**src/tspi_map.svh**
```systemverilog
`ifndef TSPI_MAP_SVH
`define TSPI_MAP_SVH
`define TSPI_NUM_PFI 10
`define TSPI_NUM_GIO 8
`define TSPI_NUM_PAIR 8
`define TSPI_ADDR_W 4
`define TSPI_DATA_W 32
`define TSPI_REG_PFI_OE 4'h0
`define TSPI_REG_GIO_DIR 4'h1
`define TSPI_REG_GIO_OUT 4'h2
`define TSPI_REG_GIO_IN 4'h3
`define TSPI_REG_STROBE 4'h4
`define TSPI_REG_PAIR_CFG 4'h5
`define TSPI_REG_PFI_IN 4'h6
`define TSPI_REG_MODE 4'h7
`define TSPI_REG_ROUTE0 4'h8
`define TSPI_REG_ROUTE1 4'h9
`define TSPI_REG_ROUTE2 4'ha
`define TSPI_REG_ROUTE3 4'hb
`define TSPI_MODE_PRETRIG 0
`define TSPI_MODE_PER_CONVERSION_CLOCK_OUT_EN 1
`define TSPI_MODE_SCANNING 2
`define TSPI_GIO_DIR_CTR0 6
`define TSPI_GIO_DIR_CTR1 7
`define TSPI_PFI_OE_RST 10'h000
`define TSPI_GIO_DIR_RST 8'h00
`define TSPI_PAIR_CFG_RST 8'h00
`define TSPI_STROBE_RST 1'b1
`define TSPI_SEL_W 5
`define TSPI_NUM_ROUTES 4
`define TSPI_PULSE_NS 8
`define TSPI_CLK_NS 4
`define TSPI_PULSE_CYC ((`TSPI_PULSE_NS + `TSPI_CLK_NS - 1) / `TSPI_CLK_NS)
`endif

```
**src/tspi_pkg.sv**
```systemverilog
package tspi_pkg;
    typedef enum logic [1:0] {
        tspi_acq_idle,
        tspi_acq_pre,
        tspi_acq_post
    } tspi_acq_e;
    typedef logic [4:0] tspi_sel_t;
endpackage : tspi_pkg

```
**src/tspi_sync.sv**
```systemverilog
`include "tspi_map.svh"
module tspi_sync #(
    parameter int W = 1
) (
    input wire logic clk,
    input wire logic rstn,
    input wire logic [W-1:0] async_in,
    output logic [W-1:0] sync_out
);
    logic [W-1:0] meta_ff;
    logic [W-1:0] sync_ff;

    // The first stage feeds only the second stage.
    always_ff @(posedge clk or negedge rstn) begin
        if (!rstn) begin
            meta_ff <= '0;
            sync_ff <= '0;
        end else begin
            meta_ff <= async_in;
            sync_ff <= meta_ff;
        end
    end

    assign sync_out = sync_ff;
endmodule : tspi_sync

```
**src/tspi_pulse.sv**
```systemverilog
`include "tspi_map.svh"
module tspi_pulse (
    input wire logic clk,
    input wire logic rstn,
    input wire logic trig,
    output logic pulse
);
    logic [2:0] cnt_ff;
    logic [2:0] nxt_cnt;

    // Stretching keeps each pulse wide enough to be seen off the board.
    assign nxt_cnt = trig ? 3'(`TSPI_PULSE_CYC) :
                     (cnt_ff != 3'h0) ? cnt_ff - 3'h1 : 3'h0;

    always_ff @(posedge clk or negedge rstn) begin
        if (!rstn) begin
            cnt_ff <= 3'h0;
        end else begin
            cnt_ff <= nxt_cnt;
        end
    end

    assign pulse = (cnt_ff != 3'h0);
endmodule : tspi_pulse

```
**src/tspi_timing_pins.sv**
```systemverilog
`include "tspi_map.svh"
module tspi_timing_pins
    import tspi_pkg::*;
(
    input wire logic clk,
    input wire logic rstn,
    input wire logic [`TSPI_ADDR_W-1:0] reg_addr,
    input wire logic [`TSPI_DATA_W-1:0] reg_wdata,
    input wire logic reg_wr,
    input wire logic reg_rd,
    output logic [`TSPI_DATA_W-1:0] reg_rdata,
    input wire logic acq_start_evt,
    input wire logic posttrig_start_evt,
    input wire logic conversion_evt,
    input wire logic update_evt,
    input wire logic waveform_start_evt,
    input wire logic scan_start_evt,
    input wire logic ctr0_out,
    input wire logic ctr1_out,
    input wire logic freq_gen_out,
    input wire logic [`TSPI_NUM_PFI-1:0] pfi_in,
    output logic [`TSPI_NUM_PFI-1:0] pfi_out,
    output logic [`TSPI_NUM_PFI-1:0] pfi_oe,
    input wire logic [`TSPI_NUM_GIO-1:0] gio_in,
    output logic [`TSPI_NUM_GIO-1:0] gio_out,
    output logic [`TSPI_NUM_GIO-1:0] gio_oe,
    output logic per_conversion_clock_out,
    output logic software_strobe_n,
    output logic counter_zero_result_out,
    output logic counter_one_result_out,
    output logic divided_clock_out,
    output logic [`TSPI_NUM_ROUTES-1:0] route_out,
    output logic counter_zero_up,
    output logic counter_one_up,
    output logic [`TSPI_NUM_PAIR-1:0] pair_differential,
    output logic [1:0] acq_phase
);
    logic [`TSPI_NUM_PFI-1:0] pfi_oe_ff;
    logic [`TSPI_NUM_GIO-1:0] gio_dir_ff;
    logic [`TSPI_NUM_GIO-1:0] gio_out_ff;
    logic [`TSPI_NUM_PAIR-1:0] pair_cfg_ff;
    logic [2:0] mode_ff;
    logic strobe_ff;
    tspi_sel_t route_sel_ff [`TSPI_NUM_ROUTES];
    logic [`TSPI_DATA_W-1:0] rdata_ff;
    logic [`TSPI_DATA_W-1:0] nxt_rdata;
    logic [`TSPI_NUM_PFI-1:0] pfi_s;
    logic [`TSPI_NUM_GIO-1:0] gio_s;
    logic [`TSPI_NUM_PFI-1:0] pfi_drv;
    logic [`TSPI_NUM_PFI-1:0] pfi_out_ff;
    logic [`TSPI_NUM_ROUTES-1:0] route_ff;
    logic [`TSPI_NUM_ROUTES-1:0] route_src;
    logic conv_pulse;
    logic upd_pulse;
    logic scan_pulse;
    logic per_conversion_clock_out_ff;
    logic acq_mark_ff;
    logic post_mark_ff;
    logic wave_mark_ff;
    logic res0_ff;
    logic res1_ff;
    logic freq_ff;
    logic dir0_ff;
    logic dir1_ff;
    tspi_acq_e acq_ff;
    tspi_acq_e nxt_acq;

    tspi_sync #(.W(`TSPI_NUM_PFI)) u_pfi_sync (
        .clk(clk),
        .rstn(rstn),
        .async_in(pfi_in),
        .sync_out(pfi_s)
    );

    tspi_sync #(.W(`TSPI_NUM_GIO)) u_gio_sync (
        .clk(clk),
        .rstn(rstn),
        .async_in(gio_in),
        .sync_out(gio_s)
    );

    tspi_pulse u_conv_pulse (
        .clk(clk),
        .rstn(rstn),
        .trig(conversion_evt),
        .pulse(conv_pulse)
    );

    tspi_pulse u_upd_pulse (
        .clk(clk),
        .rstn(rstn),
        .trig(update_evt),
        .pulse(upd_pulse)
    );

    tspi_pulse u_scan_pulse (
        .clk(clk),
        .rstn(rstn),
        .trig(scan_start_evt),
        .pulse(scan_pulse)
    );

    wire wr_pfi_oe = reg_wr && (reg_addr == `TSPI_REG_PFI_OE);
    wire wr_gio_dir = reg_wr && (reg_addr == `TSPI_REG_GIO_DIR);
    wire wr_gio_out = reg_wr && (reg_addr == `TSPI_REG_GIO_OUT);
    wire wr_strobe = reg_wr && (reg_addr == `TSPI_REG_STROBE);
    wire wr_pair = reg_wr && (reg_addr == `TSPI_REG_PAIR_CFG);
    wire wr_mode = reg_wr && (reg_addr == `TSPI_REG_MODE);
    wire pretrig = mode_ff[`TSPI_MODE_PRETRIG];
    wire per_conversion_clock_out_on = mode_ff[`TSPI_MODE_PER_CONVERSION_CLOCK_OUT_EN] &&
                      mode_ff[`TSPI_MODE_SCANNING];

    // Posttrigger-only runs enter the post phase for one cycle, but the marker needs pretrig, so it idles.
    always_comb begin
        nxt_acq = acq_ff;
        case (acq_ff)
            tspi_acq_idle: begin
                if (acq_start_evt) begin
                    nxt_acq = pretrig ? tspi_acq_pre : tspi_acq_post;
                end
            end
            tspi_acq_pre: begin
                if (posttrig_start_evt) begin
                    nxt_acq = tspi_acq_idle;
                end
            end
            default: begin
                nxt_acq = tspi_acq_idle;
            end
        endcase
    end

    always_ff @(posedge clk or negedge rstn) begin
        if (!rstn) begin
            acq_ff <= tspi_acq_idle;
        end else begin
            acq_ff <= nxt_acq;
        end
    end

    // markers: two registered stages from the event to the pin.
    always_ff @(posedge clk or negedge rstn) begin
        if (!rstn) begin
            acq_mark_ff <= 1'b0;
            post_mark_ff <= 1'b0;
            wave_mark_ff <= 1'b0;
            per_conversion_clock_out_ff <= 1'b0;
        end else begin
            acq_mark_ff <= acq_start_evt;
            post_mark_ff <= posttrig_start_evt && pretrig &&
                            (acq_ff == tspi_acq_pre);
            wave_mark_ff <= waveform_start_evt;
            per_conversion_clock_out_ff <= per_conversion_clock_out_on && conv_pulse;
        end
    end

    // Dedicated output per pin, in connector order 0 to 9.
    assign pfi_drv[0] = acq_mark_ff;
    assign pfi_drv[1] = post_mark_ff;
    assign pfi_drv[2] = ~conv_pulse;
    assign pfi_drv[3] = route_ff[2];
    assign pfi_drv[4] = route_ff[3];
    assign pfi_drv[5] = ~upd_pulse;
    assign pfi_drv[6] = wave_mark_ff;
    assign pfi_drv[7] = scan_pulse;
    assign pfi_drv[8] = route_ff[0];
    assign pfi_drv[9] = route_ff[1];

    // Any route may pick any pin; sharing a pin between routes is legal.
    genvar g;
    generate
        for (g = 0; g < `TSPI_NUM_ROUTES; g = g + 1) begin : g_route
            wire [4:0] s = route_sel_ff[g];
            assign route_src[g] = (s < 5'(`TSPI_NUM_PFI)) ?
                                  pfi_s[s[3:0]] : 1'b0;
        end
    endgenerate

    always_ff @(posedge clk or negedge rstn) begin
        if (!rstn) begin
            route_ff <= '0;
            pfi_out_ff <= '0;
            res0_ff <= 1'b0;
            res1_ff <= 1'b0;
            freq_ff <= 1'b0;
            dir0_ff <= 1'b0;
            dir1_ff <= 1'b0;
        end else begin
            route_ff <= route_src;
            pfi_out_ff <= pfi_drv;
            res0_ff <= ctr0_out;
            res1_ff <= ctr1_out;
            freq_ff <= freq_gen_out;
            // Driven lines read back their own value as direction.
            dir0_ff <= gio_dir_ff[`TSPI_GIO_DIR_CTR0] ?
                       gio_out_ff[`TSPI_GIO_DIR_CTR0] :
                       gio_s[`TSPI_GIO_DIR_CTR0];
            dir1_ff <= gio_dir_ff[`TSPI_GIO_DIR_CTR1] ?
                       gio_out_ff[`TSPI_GIO_DIR_CTR1] :
                       gio_s[`TSPI_GIO_DIR_CTR1];
        end
    end

    always_ff @(posedge clk or negedge rstn) begin
        if (!rstn) begin
            pfi_oe_ff <= `TSPI_PFI_OE_RST;
            gio_dir_ff <= `TSPI_GIO_DIR_RST;
            gio_out_ff <= '0;
            pair_cfg_ff <= `TSPI_PAIR_CFG_RST;
            mode_ff <= 3'h0;
            strobe_ff <= `TSPI_STROBE_RST;
        end else begin
            if (wr_pfi_oe) begin
                pfi_oe_ff <= reg_wdata[`TSPI_NUM_PFI-1:0];
            end
            if (wr_gio_dir) begin
                gio_dir_ff <= reg_wdata[`TSPI_NUM_GIO-1:0];
            end
            if (wr_gio_out) begin
                gio_out_ff <= reg_wdata[`TSPI_NUM_GIO-1:0];
            end
            if (wr_pair) begin
                pair_cfg_ff <= reg_wdata[`TSPI_NUM_PAIR-1:0];
            end
            if (wr_mode) begin
                mode_ff <= reg_wdata[2:0];
            end
            if (wr_strobe) begin
                strobe_ff <= reg_wdata[0];
            end
        end
    end

    generate
        for (g = 0; g < `TSPI_NUM_ROUTES; g = g + 1) begin : g_sel
            always_ff @(posedge clk or negedge rstn) begin
                if (!rstn) begin
                    route_sel_ff[g] <= 5'h1f;
                end else if (reg_wr &&
                             reg_addr == `TSPI_REG_ROUTE0 + 4'(g)) begin
                    route_sel_ff[g] <= reg_wdata[`TSPI_SEL_W-1:0];
                end
            end
        end
    endgenerate

    // Unmapped addresses read zero.
    always_comb begin
        nxt_rdata = '0;
        if (reg_addr == `TSPI_REG_PFI_OE) begin
            nxt_rdata[`TSPI_NUM_PFI-1:0] = pfi_oe_ff;
        end else if (reg_addr == `TSPI_REG_GIO_DIR) begin
            nxt_rdata[`TSPI_NUM_GIO-1:0] = gio_dir_ff;
        end else if (reg_addr == `TSPI_REG_GIO_OUT) begin
            nxt_rdata[`TSPI_NUM_GIO-1:0] = gio_out_ff;
        end else if (reg_addr == `TSPI_REG_GIO_IN) begin
            nxt_rdata[`TSPI_NUM_GIO-1:0] = gio_s;
        end else if (reg_addr == `TSPI_REG_STROBE) begin
            nxt_rdata[0] = strobe_ff;
        end else if (reg_addr == `TSPI_REG_PAIR_CFG) begin
            nxt_rdata[`TSPI_NUM_PAIR-1:0] = pair_cfg_ff;
        end else if (reg_addr == `TSPI_REG_PFI_IN) begin
            nxt_rdata[`TSPI_NUM_PFI-1:0] = pfi_s;
        end else if (reg_addr == `TSPI_REG_MODE) begin
            nxt_rdata[2:0] = mode_ff;
            nxt_rdata[5:4] = acq_ff;
        end else if (reg_addr >= `TSPI_REG_ROUTE0 &&
                     reg_addr <= `TSPI_REG_ROUTE3) begin
            nxt_rdata[`TSPI_SEL_W-1:0] = route_sel_ff[reg_addr[1:0]];
        end
    end

    always_ff @(posedge clk or negedge rstn) begin
        if (!rstn) begin
            rdata_ff <= '0;
        end else begin
            rdata_ff <= reg_rd ? nxt_rdata : '0;
        end
    end

    assign reg_rdata = rdata_ff;
    assign pfi_out = pfi_out_ff;
    assign pfi_oe = pfi_oe_ff;
    assign gio_out = gio_out_ff;
    assign gio_oe = gio_dir_ff;
    assign per_conversion_clock_out = per_conversion_clock_out_ff;
    assign software_strobe_n = strobe_ff;
    assign counter_zero_result_out = res0_ff;
    assign counter_one_result_out = res1_ff;
    assign divided_clock_out = freq_ff;
    assign route_out = route_ff;
    assign counter_zero_up = dir0_ff;
    assign counter_one_up = dir1_ff;
    assign pair_differential = pair_cfg_ff;
    assign acq_phase = acq_ff;
endmodule : tspi_timing_pins

```
**config.mk**
```make
export PLATFORM = sky130hd
export DESIGN_NAME = tspi_timing_pins
export DESIGN_NICKNAME = d
export VERILOG_FILES = /design/src/tspi_pkg.sv /design/src/tspi_sync.sv /design/src/tspi_pulse.sv /design/src/tspi_timing_pins.sv
export VERILOG_INCLUDE_DIRS = /design/src
export SDC_FILE = /design/constraint.sdc
export NUM_CORES = 1
export LEC_CHECK = 0
export BUFFER_PORTS_ARGS = -buffer_cell sky130_fd_sc_hd__clkbuf_2
export CAP_MARGIN = 20
export CORE_AREA = 2 2 173 133
export CTS_CLUSTER_DIAMETER = 30
export DETAILED_ROUTE_END_ITERATION = 7
export DIE_AREA = 0 0 175 135
export HOLD_SLACK_MARGIN = 0.08
export PLACE_DENSITY = 0.51
export REMOVE_ABC_BUFFERS = 1
export SYNTH_ARGS = -nofsm -noshare
export SYNTH_HDL_FRONTEND = slang
export SYNTH_HIERARCHICAL = 1
export SYNTH_SLANG_ARGS = --single-unit
```
**constraint.sdc**
```tcl
create_clock -name clk -period 2.5 [get_ports clk]
set_clock_uncertainty 0.1 [all_clocks]
set_input_delay 0.625 -clock clk [delete_from_list [all_inputs] [get_ports clk]]
set_output_delay 0.625 -clock clk [all_outputs]
set_load 0.03 [all_outputs]
```
======== Word-level counts from Yosys, hierarchy flattened ========
Cells that the tools add are included.
operators by class
  add/subtract/negate cells ............... 3
  $lt $le $gt $ge ......................... 11
  eq/ne operators ......................... 14
  mux-type cells .......................... 46
  bitwise logic cells ..................... 3
  reductions and logical operators ........ 21
operators by type and width
  cell                                                                          count
  8-bit 2-to-1 mux                                                              4
  3-bit 2-to-1 mux                                                              7
  4-bit by 5-bit less-than comparator with 1-bit output, second input constant  4
  5-bit by 4-bit less-than comparator with 1-bit output, second input constant  4
  10-bit 2-to-1 mux                                                             2
  1-bit binary-select mux with 4-bit select                                     4
  4-bit by 3-bit equality test with 1-bit output, second input constant         4
  4-bit equality test, second input constant                                    4
  1-bit logical AND                                                             15
  5-bit 2-to-1 mux                                                              3
  1-bit 2-to-1 mux                                                              14
  2-bit 2-to-1 mux                                                              7
  5-bit binary-select mux with 2-bit select                                     1
  9-bit 2-to-1 mux                                                              1
  3-bit nonzero test                                                            3
  3-bit by 1-bit subtractor with 3-bit output, second input constant            3
  4-bit by 2-bit equality test with 1-bit output, second input constant         2
  6-bit 2-to-1 mux                                                              1
  4-bit by 1-bit equality test with 1-bit output, second input constant         1
  4-bit greater-or-equal comparator, second input constant                      1
  4-bit less-or-equal comparator, second input constant                         1
  4-bit zero test                                                               1
  4-bit 2-to-1 mux                                                              1
  2-bit inequality test, second input constant                                  2
  other kinds (7)                                                               8
word-level totals
  bits in registers ....................... 138
  input bits .............................. 67
  logic and storage cells ................. 128

======== Longest topological paths before layout ========
Gate-level depths: netlist of run 1.
  depth in word-level cells ............... 14
  gate-level depth with buffers ........... 7

======== By module ========
Netlist of run 1, hierarchy kept.
by module, submodules not included
  module                  times used  cells each  area an instance (um2)  sequential area each (um2)
  tspi_timing_pins        1           349         4,591.9                 2,353.5
  tspi_sync (u_pfi_sync)  1           20          500.5                   500.5
  tspi_sync (u_gio_sync)  1           16          400.4                   400.4
  tspi_pulse              3           11          112.6                   75.1

======== Worst setup path after synthesis of run 1 ========
Ideal clock, no wire load.
  kind .................................... input-to-reg
  start ................................... input reg_addr[1]
  end ..................................... register pfi_oe_ff[0] (netlist: pfi_oe[0])
  setup time .............................. 0.125 ns
  data arrival time ....................... 1.651 ns
  data required time ...................... 2.275 ns
  slack ................................... 0.624 ns
  stages on the path ...................... 4
  buffers on the path ..................... 1
  path through ............................ buf_2 > nor4_4 > nand2_4 > mux2_2
on the way
  word-level cells in the longest chain between the ends .. 2
ends and longest elaborated chain
  element                           RTL line                 RTL
  start, declared                   tspi_timing_pins.sv:7    input wire logic [`TSPI_ADDR_W-1:0] reg_addr,
  4-bit zero test (no source line)  n/a
  1-bit logical AND                 tspi_timing_pins.sv:103  wire wr_pfi_oe = reg_wr && (reg_addr == `TSPI_REG_PFI_OE);
  end signal, assigned              tspi_timing_pins.sv:206  pfi_oe_ff <= `TSPI_PFI_OE_RST;
  end signal, assigned              tspi_timing_pins.sv:214  pfi_oe_ff <= reg_wdata[`TSPI_NUM_PFI-1:0];
  end, declared                     tspi_timing_pins.sv:38   logic [`TSPI_NUM_PFI-1:0] pfi_oe_ff;
No other way between the ends.
A chain may end at the register's enable or synchronous reset.

======== Worst setup path in the final report of run 1 ========
  start ................................... register strobe_ff (netlist: software_strobe_n)
  end ..................................... output software_strobe_n
RTL lines
  element                 RTL line                 RTL
  start, declared         tspi_timing_pins.sv:43   logic strobe_ff;
  start signal, assigned  tspi_timing_pins.sv:211  strobe_ff <= `TSPI_STROBE_RST;
  start signal, assigned  tspi_timing_pins.sv:229  strobe_ff <= reg_wdata[0];
  end, declared           tspi_timing_pins.sv:28   output logic software_strobe_n,
No word-level cell between the ends.

==> summary.txt, run 1 <==
Total number of vias: 3877
Number of buffers added for setup after CTS: 0
Number of placement rows: 47
Cell area after technology mapping: 5830 µm²
Synth Flop Type: dfrtp_1
Cell area power density: 972 nW/µm²
CP Buf/Inv Count: 1
Critical hold path startpoint: ctr0_out
Distinct cells, synth: 47
Commonest cells after routing, fill and taps aside: dfrtp_1, clkbuf_2, mux2_2
Final cycle utilization of the critical path: 77.3%
Final std cell area, no fill: 7330 µm²
Number of flip-flops and latches in the synthesized netlist: 138
Estimated wirelength of the detail-placed design: 11.6 mm
Final Instance Count excl. Fillers: 847
Die extent in x: 175 µm
Count of unresolved DRC violations after routing: 0
Number of DRC markers in iteration 0: 226
Clock-pin slew reported for the worst setup and hold paths after clock tree synthesis: 0.06 ns
Worst Hold Class: in -> reg
Setup CP Type: reg -> out
Starting utilization of the core area: 26.7%
Chip height: 135 µm
Crit path max-delay family: flip-flops
Setup slack of the critical path after layout: 0.568 ns
Total leakage power: 3.35 nW
Overall global routing resource usage: 14.0%
Internal reg-to-reg setup slack: 0.94 ns
Reg-to-reg startpoint: g_route[0].s[1]
Endpoint type of the worst setup path: output port
Clock latency on the worst-skew pair: 0.42 ns
Number of H-tree levels: 4
Number of cells traversed by the worst register-to-register path: 3
Layout area overhead: 25.7%
First-pass detailed-route iteration total: 5
Hold violation total from the final report: 0
Clock buffers created by TritonCTS: 17
Overflow left after global routing: 0
Post-synth ARST share: 100%
Clock Sinks: 138
Number of nets with antenna violations after routing: 0
Post-Place Cells: 814
CP Cell Sequence: clkbuf_2
Run status: completed
Largest buffer count on any clock path: 2
TritonCTS clock tree: built
Worst Hold Depth: 1
CP required: 1.77 ns
Antenna Diode Count: 0
Vias in the first global route: 4121
Antenna violations before repair: 0
Critical-path maximum fanout: 4
Unrepaired setup endpoints after global routing: false
Fill cells: 2174
Warnings, synthesis: 6
Post-layout net count: 607
Kind of launch point of the worst setup path: flop
Hold Crit Endpoint: counter_zero_result_out
Final Power: 7.13 mW
Last weighted congestion value of the routability-driven placer: 0.839
Highest ir drop seen on vdd: 0.381 mV
Clock tree root buffer cell: clkbuf_16
Commonest non-fill, non-tap cell in the layout: dfrtp_1
Port Buffers: 111
Maximum cell stage delay along the critical path: 0.56 ns
# setup viols final: 0
Total count of max-transition violations in the final report: 0
Proportion of synthesized chip area in sequential cells: 59.7%
Number of maximum-capacitance violations: 0
Synthesized area per cell: 13.9 µm²
Cell count after synthesis: 418
Placeable core area: 21800 µm²
Sum Neg Setup Slack: 0 ns
F_max: 0.518 GHz
Vias/cell: 4.58
Total placed instance area: 6690 µm²
Setup Slack @ Placement: 0.274 ns
Data arrival time of the worst path: 1.21 ns
Routed Wire Length: 15.7 mm
Top-Level Pins: 156
Die area: 23600 µm²
Share of final-layout standard cells stronger than drive strength 1: 47.4%
Time the worst path needs with I/O delays and setup: 1.93 ns
Maximum number of pins on one net before global-route repair: 49
Number of enable flip-flop cells after synthesis: 0
Cell with the largest stage delay on the worst path: dfstp_2
Reg-to-reg endpoint: route_out[0]
Wire per inst: 18.6 µm
Global-route wire length before repair: 24.5 mm
[report_power, final]
part / total [mW] / switching, mW / leakage (nW) / internal [mW]
clock network: 2.68 / 0.964 / 0.302 / 1.72
logic: 1.48 / 0.897 / 1.39 / 0.579
registers: 2.97 / 0.334 / 1.66 / 2.64
[Yosys cell counts, types with 3 or more instances]
| cell | count | area [µm²] |
|---|---|---|
| dfrtp_1 | 117 | 2930 |
| mux2_2 | 68 | 766 |
| buf_4 | 30 | 225 |
| dfstp_2 | 21 | 552 |
| mux2i_1 | 20 | 200 |
| nor2_1 | 18 | 67.6 |
| a21oi_1 | 16 | 80.1 |
| nand2_1 | 15 | 56.3 |
| nor3_1 | 14 | 70.1 |
| mux4_2 | 10 | 225 |
| inv_1 | 7 | 26.3 |
| a221oi_1 | 6 | 52.6 |
| a22o_1 | 5 | 43.8 |
| buf_2 | 5 | 25.0 |
| clkbuf_1 | 5 | 18.8 |
| a22oi_1 | 4 | 30.0 |
| o31a_1 | 4 | 35.0 |
| and2b_1 | 3 | 22.5 |
| and3_1 | 3 | 18.8 |
| buf_6 | 3 | 33.8 |
| nand2b_1 | 3 | 18.8 |
| o2bb2ai_1 | 3 | 26.3 |
| o31ai_1 | 3 | 22.5 |
| o32ai_1 | 3 | 26.3 |
[cell type report]
cell class | count | area [µm²] | share of cell area [%]
clock buffers | 20 | 457 | 6.23
clock inverters | 12 | 171 | 2.34
inverters | 8 | 30.0 | 0.410
multi-input cells | 248 | 2080 | 28.3
flip-flops and latches | 138 | 3480 | 47.5
well taps | 294 | 368 | 5.02
repair buffers | 127 | 747 | 10.2
[sequential cells by signal (all words and copies together) (netlist names), 2 cells and up]
name	flops
g_route.s	20
pfi_oe	10
pfi_out	10
reg_rdata	10
u_pfi_sync/meta_ff	10
u_pfi_sync/sync_out	10
gio_oe	8
gio_out	8
pair_differential	8
u_gio_sync/meta_ff	8
u_gio_sync/sync_out	8
route_out	4
mode_ff	3
u_conv_pulse/cnt_ff	3
u_scan_pulse/cnt_ff	3
u_upd_pulse/cnt_ff	3
acq_phase	2
[worst max path at each step]
| stage | from | to | slack (ns) | depth (start not counted) |
|---|---|---|---|---|
| 2_1_floorplan | reg_addr[1] | g_route[2].s[0] | 0.57 | 3 |
| 4_1_cts | software_strobe_n | software_strobe_n | 0.54 | 1 |
| 5_1_grt | software_strobe_n | software_strobe_n | 0.53 | 1 |
| 3_5_place_dp | reg_addr[2] | g_route[1].s[0] | 0.27 | 5 |
| 3_3_place_gp | reg_addr[2] | g_route[1].s[1] | 0.28 | 5 |
| 6_report | software_strobe_n | software_strobe_n | 0.57 | 1 |
[per-layer routing]
layer	track usage, %	wire [µm]
met1	19.9	7540
met4	4.49	198
met3	4.00	1120
met5	0	0
met2	20.6	6890
[repair_timing]
item	4_1_cts	5_1_grt
hold buffers	1	0
gates resized for setup	0	0
endpoints found under the setup margin	0	0
endpoints found under the hold margin	31	0
[metrics by stage]
step           hold slack (ns)  util, %
2_1_floorplan            0.229        -
3_3_place_gp             0.233     30.7
3_5_place_dp             0.235     30.7
4_1_cts                  0.182     33.6
5_1_grt                  0.192     33.6
6_report                 0.208     33.6
[cell families after synthesis]
logic type             count (synthesis)  synth area share (%)
DFF                                  138                  59.7
muxes                                 98                  20.4
and+or+nand+nor                       75                  7.06
AOI/OAI and AO/OA                     53                  6.74
buffers and inverters                 53                  6.03
other                                  1                0.0643
No activity file was read; power rests on OpenSTA's default activity.
==> run 2: changes to the inputs <==
--- a/config.mk
+++ b/config.mk
@@ -13,7 +13,7 @@
 export DETAILED_ROUTE_END_ITERATION = 7
 export DIE_AREA = 0 0 175 135
 export HOLD_SLACK_MARGIN = 0.08
-export PLACE_DENSITY = 0.51
+export PLACE_DENSITY = 0.53
 export REMOVE_ABC_BUFFERS = 1
 export SYNTH_ARGS = -nofsm -noshare
 export SYNTH_HDL_FRONTEND = slang
==> constraint.sdc (replaced) <==
create_clock -name clk -period 1.6 [get_ports clk]
set_clock_uncertainty 0.1 [all_clocks]
set_input_delay 0.4 -clock clk [delete_from_list [all_inputs] [get_ports clk]]
set_output_delay 0.4 -clock clk [all_outputs]
set_load 0.03 [all_outputs]
==> summary.txt, run 2 (same netlist as run 1, synthesis figures left out) <==
Run status: completed
First-pass detailed-route iteration total: 4
Setup slack of the critical path after layout: 0.00144 ns
Crit path max-delay family: flip-flops
Number of maximum-capacitance violations: 0
Vias/cell: 4.45
Port Buffers: 111
Starting utilization of the core area: 26.7%
Critical hold path startpoint: reg_wdata[9]
Estimated wirelength of the detail-placed design: 11.8 mm
Overflow left after global routing: 0
Maximum cell stage delay along the critical path: 0.55 ns
Number of flip-flops in the largest register: 20
Routed Wire Length: 16.2 mm
Reg-to-reg startpoint: g_route[0].s[1]
Chip height: 135 µm
Clock latency on the worst-skew pair: 0.43 ns
Post-Place Cells: 842
Cell area power density: 1440 nW/µm²
Data arrival time of the worst path: 1.10 ns
Clock Sinks: 138
Commonest non-fill, non-tap cell in the layout: dfrtp_1
Highest ir drop seen on vdd: 0.673 mV
TritonCTS clock tree: built
Time the worst path needs with I/O delays and setup: 1.60 ns
F_max: 0.626 GHz
Number of cells traversed by the worst register-to-register path: 3
Clock buffers created by TritonCTS: 17
Share of final-layout standard cells stronger than drive strength 1: 49.9%
Last weighted congestion value of the routability-driven placer: 0.853
# setup viols final: 0
Total placed instance area: 6950 µm²
Hold Crit Endpoint: pfi_oe[9]
Largest buffer count on any clock path: 2
Global routing met2 resource utilization: 21.3%
CP required: 1.10 ns
Overall global routing resource usage: 14.3%
Commonest cells after routing, fill and taps aside: dfrtp_1, clkbuf_2, mux2_2
Count of unresolved DRC violations after routing: 0
Wire per inst: 17.9 µm
Vias in the first global route: 4175
Unrepaired setup endpoints after global routing: true
Top-Level Pins: 156
Sum Neg Setup Slack: 0 ns
Placeable core area: 21800 µm²
Worst Hold Depth: 2
Layout area overhead: 36.4%
Setup CP Type: reg -> out
Hold violation total from the final report: 0
Internal reg-to-reg setup slack: 0.05 ns
Reg-to-reg endpoint: route_out[0]
Clock tree root buffer cell: clkbuf_16
Number of placement rows: 47
Clock-pin slew reported for the worst setup and hold paths after clock tree synthesis: 0.06 ns
Number of H-tree levels: 4
Post-layout net count: 665
Critical Path Start: software_strobe_n
Met3 global-route usage: 3.72%
Total number of vias: 4029
Maximum number of pins on one net before global-route repair: 39
Cell with the largest stage delay on the worst path: dfstp_2
Die area: 23600 µm²
Worst Hold Class: in -> reg
Setup Slack @ Placement: -0.334 ns
Endpoint type of the worst setup path: output port
Final Instance Count excl. Fillers: 906
Total leakage power: 3.65 nW
Met1 global-route usage: 19.9%
Busiest layer in global routing: met2
Die extent in x: 175 µm
Number of DRC markers in iteration 0: 198
Critical-path maximum fanout: 2
Hold WS: 0.108 ns
Final cycle utilization of the critical path: 99.9%
Antenna violations before repair: 1
CP Cell Sequence: buf_8
Number of nets with antenna violations after routing: 0
Final std cell area, no fill: 7960 µm²
Fill cells: 2104
Kind of launch point of the worst setup path: flop
Total count of max-transition violations in the final report: 0
CP Buf/Inv Count: 1
Global-route wire length before repair: 24.9 mm
-- run 2: changes by cell type in the layout (fill, tap and decap cells not counted), moves of 4 or more --
cell,change
buf_4,+28
dlygate4sd3_1,+26
clkbuf_2,-9
clkbuf_4,+6
inv_6,+5
buf_12,+4
-- run 2: where the power goes --
group / internal, mW / switching [mW] / total [mW]
Combinational: 1.08 / 1.48 / 2.56
Sequential: 4.12 / 0.495 / 4.62
Clock: 2.64 / 1.62 / 4.26
-- run 2: worst max-delay path by stage --
stage                             end  cells after the start
global route        software_strobe_n                      1
global placement            gio_oe[3]                      6
detailed placement    g_route[2].s[2]                      4
CTS                 software_strobe_n                      1
finish              software_strobe_n                      1
floorplan             g_route[2].s[0]                      3
-- run 2: area by class of cell --
cell class	count	area (µm²)	area share [%]
diodes	1	2.50	0.0315
flip-flops and latches	138	3480	43.8
clock inverters	15	211	2.66
multi-input cells	248	2110	26.5
repair buffers	185	1320	16.6
well taps	294	368	4.62
clock buffers	17	425	5.35
inverters	8	30.0	0.377
-- run 2: what timing repair did --
action,4_1_cts,5_1_grt
endpoints found under the hold margin,42,0
resized for setup,6,17
buffers inserted,4,0
pin swaps,0,4
hold buffers,27,0
setup endpoints to repair,5,9
-- run 2: worst register-to-register path: stages (launching register included) --
cell,delay [ns]
dfstp_2,0.60
mux4_2,0.51
a21oi_1,0.16
nor3_1,0.07
-- run 2: metrics by stage --
stage | util [%] | power, mW
2_1_floorplan | - | 6.06
3_3_place_gp | 31.9 | 7.06
3_5_place_dp | 31.9 | 7.10
4_1_cts | 36.3 | 11.5
5_1_grt | 36.5 | 12.0
6_report | 36.5 | 11.4
-- run 2: metal layers --
| layer | routed length (µm) | share of wire (%) | vias up |
|---|---|---|---|
| li1 | - | - | 1829 |
| met1 | 7710 | 48 | 2040 |
| met2 | 7200 | 44 | 140 |
| met3 | 1010 | 6.3 | 20 |
| met4 | 291 | 1.8 | 0 |
| met5 | 0 | 0 | - |
==> run 3: changes to the inputs <==
--- a/config.mk
+++ b/config.mk
@@ -8,12 +8,12 @@
 export LEC_CHECK = 0
 export BUFFER_PORTS_ARGS = -buffer_cell sky130_fd_sc_hd__clkbuf_2
 export CAP_MARGIN = 20
-export CORE_AREA = 2 2 173 133
+export CORE_AREA = 2 2 132 102
 export CTS_CLUSTER_DIAMETER = 30
 export DETAILED_ROUTE_END_ITERATION = 7
-export DIE_AREA = 0 0 175 135
+export DIE_AREA = 0 0 134 104
 export HOLD_SLACK_MARGIN = 0.08
-export PLACE_DENSITY = 0.53
+export PLACE_DENSITY = 0.79
 export REMOVE_ABC_BUFFERS = 1
 export SYNTH_ARGS = -nofsm -noshare
 export SYNTH_HDL_FRONTEND = slang
==> summary.txt, run 3 (same netlist as run 1, synthesis figures left out) <==
Clock latency on the worst-skew pair: 0.42 ns
Top-Level Pins: 156
Worst Hold Depth: 2
Number of cells traversed by the worst register-to-register path: 4
Number of DRC markers in iteration 0: 244
Number of flip-flops in the largest register: 20
Share of final-layout standard cells stronger than drive strength 1: 50.1%
Total number of vias: 4153
Critical hold path startpoint: reg_wdata[9]
Hold Crit Endpoint: pfi_oe[9]
Vias/cell: 5.28
Post-Place Cells: 718
Layout area overhead: 33.0%
Starting utilization of the core area: 46.1%
Wire per inst: 19.4 µm
Clock Sinks: 138
F_max: 0.631 GHz
Total leakage power: 3.65 nW
CP required: 1.10 ns
Commonest cells after routing, fill and taps aside: dfrtp_1, clkbuf_2, mux2_2
Met3 routed WL: 1.02 mm
Max Used Layer: met4
Post-layout net count: 669
CP Cell Sequence: buf_8
Overflow left after global routing: 0
Antenna violations before repair: 0
Met2 wirelength from detailed routing: 7.23 mm
Data arrival time of the worst path: 1.08 ns
Setup Slack @ Placement: -0.379 ns
Run status: completed
Clock-pin slew reported for the worst setup and hold paths after clock tree synthesis: 0.06 ns
First-pass detailed-route iteration total: 4
Last weighted congestion value of the routability-driven placer: 0.965
Endpoint type of the worst setup path: output port
Time the worst path needs with I/O delays and setup: 1.58 ns
Reg-to-reg startpoint: g_route[2].s[1]
Final cycle utilization of the critical path: 99.1%
Final Instance Count excl. Fillers: 786
Placeable core area: 12700 µm²
Number of nets with antenna violations after routing: 0
TritonCTS clock tree: built
Crit path max-delay family: flip-flops
Clock buffers created by TritonCTS: 17
Estimated wirelength of the detail-placed design: 10.4 mm
Die area: 13900 µm²
Setup slack of the critical path after layout: 0.0152 ns
Maximum cell stage delay along the critical path: 0.55 ns
Commonest non-fill, non-tap cell in the layout: dfrtp_1
Unrepaired setup endpoints after global routing: true
Largest buffer count on any clock path: 2
Hold violation total from the final report: 0
Fill cells: 959
Overall global routing resource usage: 22.4%
Vias in the first global route: 4303
Cell area power density: 1450 nW/µm²
# setup viols final: 0
Highest ir drop seen on vdd: 1.17 mV
Number of H-tree levels: 4
Setup CP Type: reg -> out
Port Buffers: 111
Count of unresolved DRC violations after routing: 0
Critical-path maximum fanout: 2
Antenna Diode Count: 0
Reg-to-reg endpoint: reg_rdata[1]
Number of placement rows: 36
Total count of max-transition violations in the final report: 0
Clock tree root buffer cell: clkbuf_16
Critical Path Start: software_strobe_n
CP Buf/Inv Count: 1
Internal reg-to-reg setup slack: 0.03 ns
Kind of launch point of the worst setup path: flop
Worst Hold Class: in -> reg
Sum Neg Setup Slack: 0 ns
Cell with the largest stage delay on the worst path: dfstp_2
Global-route wire length before repair: 23.6 mm
Met1 routed wirelength after detailed routing: 6.73 mm
Chip height: 104 µm
Routed Wire Length: 15.2 mm
Maximum number of pins on one net before global-route repair: 38
Number of maximum-capacitance violations: 0
Die extent in x: 134 µm
## run 3: cell count changes in the layout (fill, tap and decap cells not counted), sizes merged
| cell | before | now |
|---|---|---|
| diode | 1 | 0 |
| clkinv | 6 | 4 |
| bufinv | 4 | 2 |
| clkbuf | 124 | 125 |
| buf | 51 | 55 |
| inv | 12 | 15 |
## run 3: layout make-up
class	instances	area, µm²	share of cell area [%]
clock buffer	18	439	5.66
clock inverter	14	176	2.27
inverter	8	30.0	0.387
multi-input combinational	248	2120	27.3
sequential	138	3480	44.9
tap	171	214	2.76
timing repair buffer	189	1300	16.7
## run 3: timing repair
action / in CTS / in global routing
cloned: 0 / 0
hold endpoints to repair: 57 / 0
endpoints found under the setup margin: 1 / 12
resized for setup: 2 / 20
pin swaps: 0 / 5
buffers inserted: 1 / 8
hold buffers: 27 / 0
## run 3: per-layer routing
layer	GRT usage [%]	vias to the layer above
met2	33.9	176
li1	-	1838
met4	6.99	0
met3	7.07	24
met5	0	-
met1	30.9	2115
## run 3: worst max-delay path by stage
stage | end | cells past startpoint
CTS | software_strobe_n | 1
global placement | gio_out[3] | 6
floorplan | g_route[2].s[0] | 3
finish | software_strobe_n | 1
global route | route_out[1] | 3
detailed placement | gio_out[3] | 6
## run 3: where the power goes
group	internal (mW)	total, mW	switching [mW]
logic	1.09	2.56	1.47
registers	4.12	4.64	0.526
clock network	2.41	4.05	1.64
total	7.62	11.3	3.64
## run 3: per-stage QoR
step           cell area, µm²  hold slack, ns  utilization, %  power (mW)
3_5_place_dp             6740           0.208            53.3        7.01
2_1_floorplan            5590         0.00441               -        6.06
6_report                 7760           0.119            61.3        11.3
3_3_place_gp             6740           0.203            53.3        6.94
5_1_grt                  7760           0.110            61.3        11.7
4_1_cts                  7640           0.106            60.4        11.2
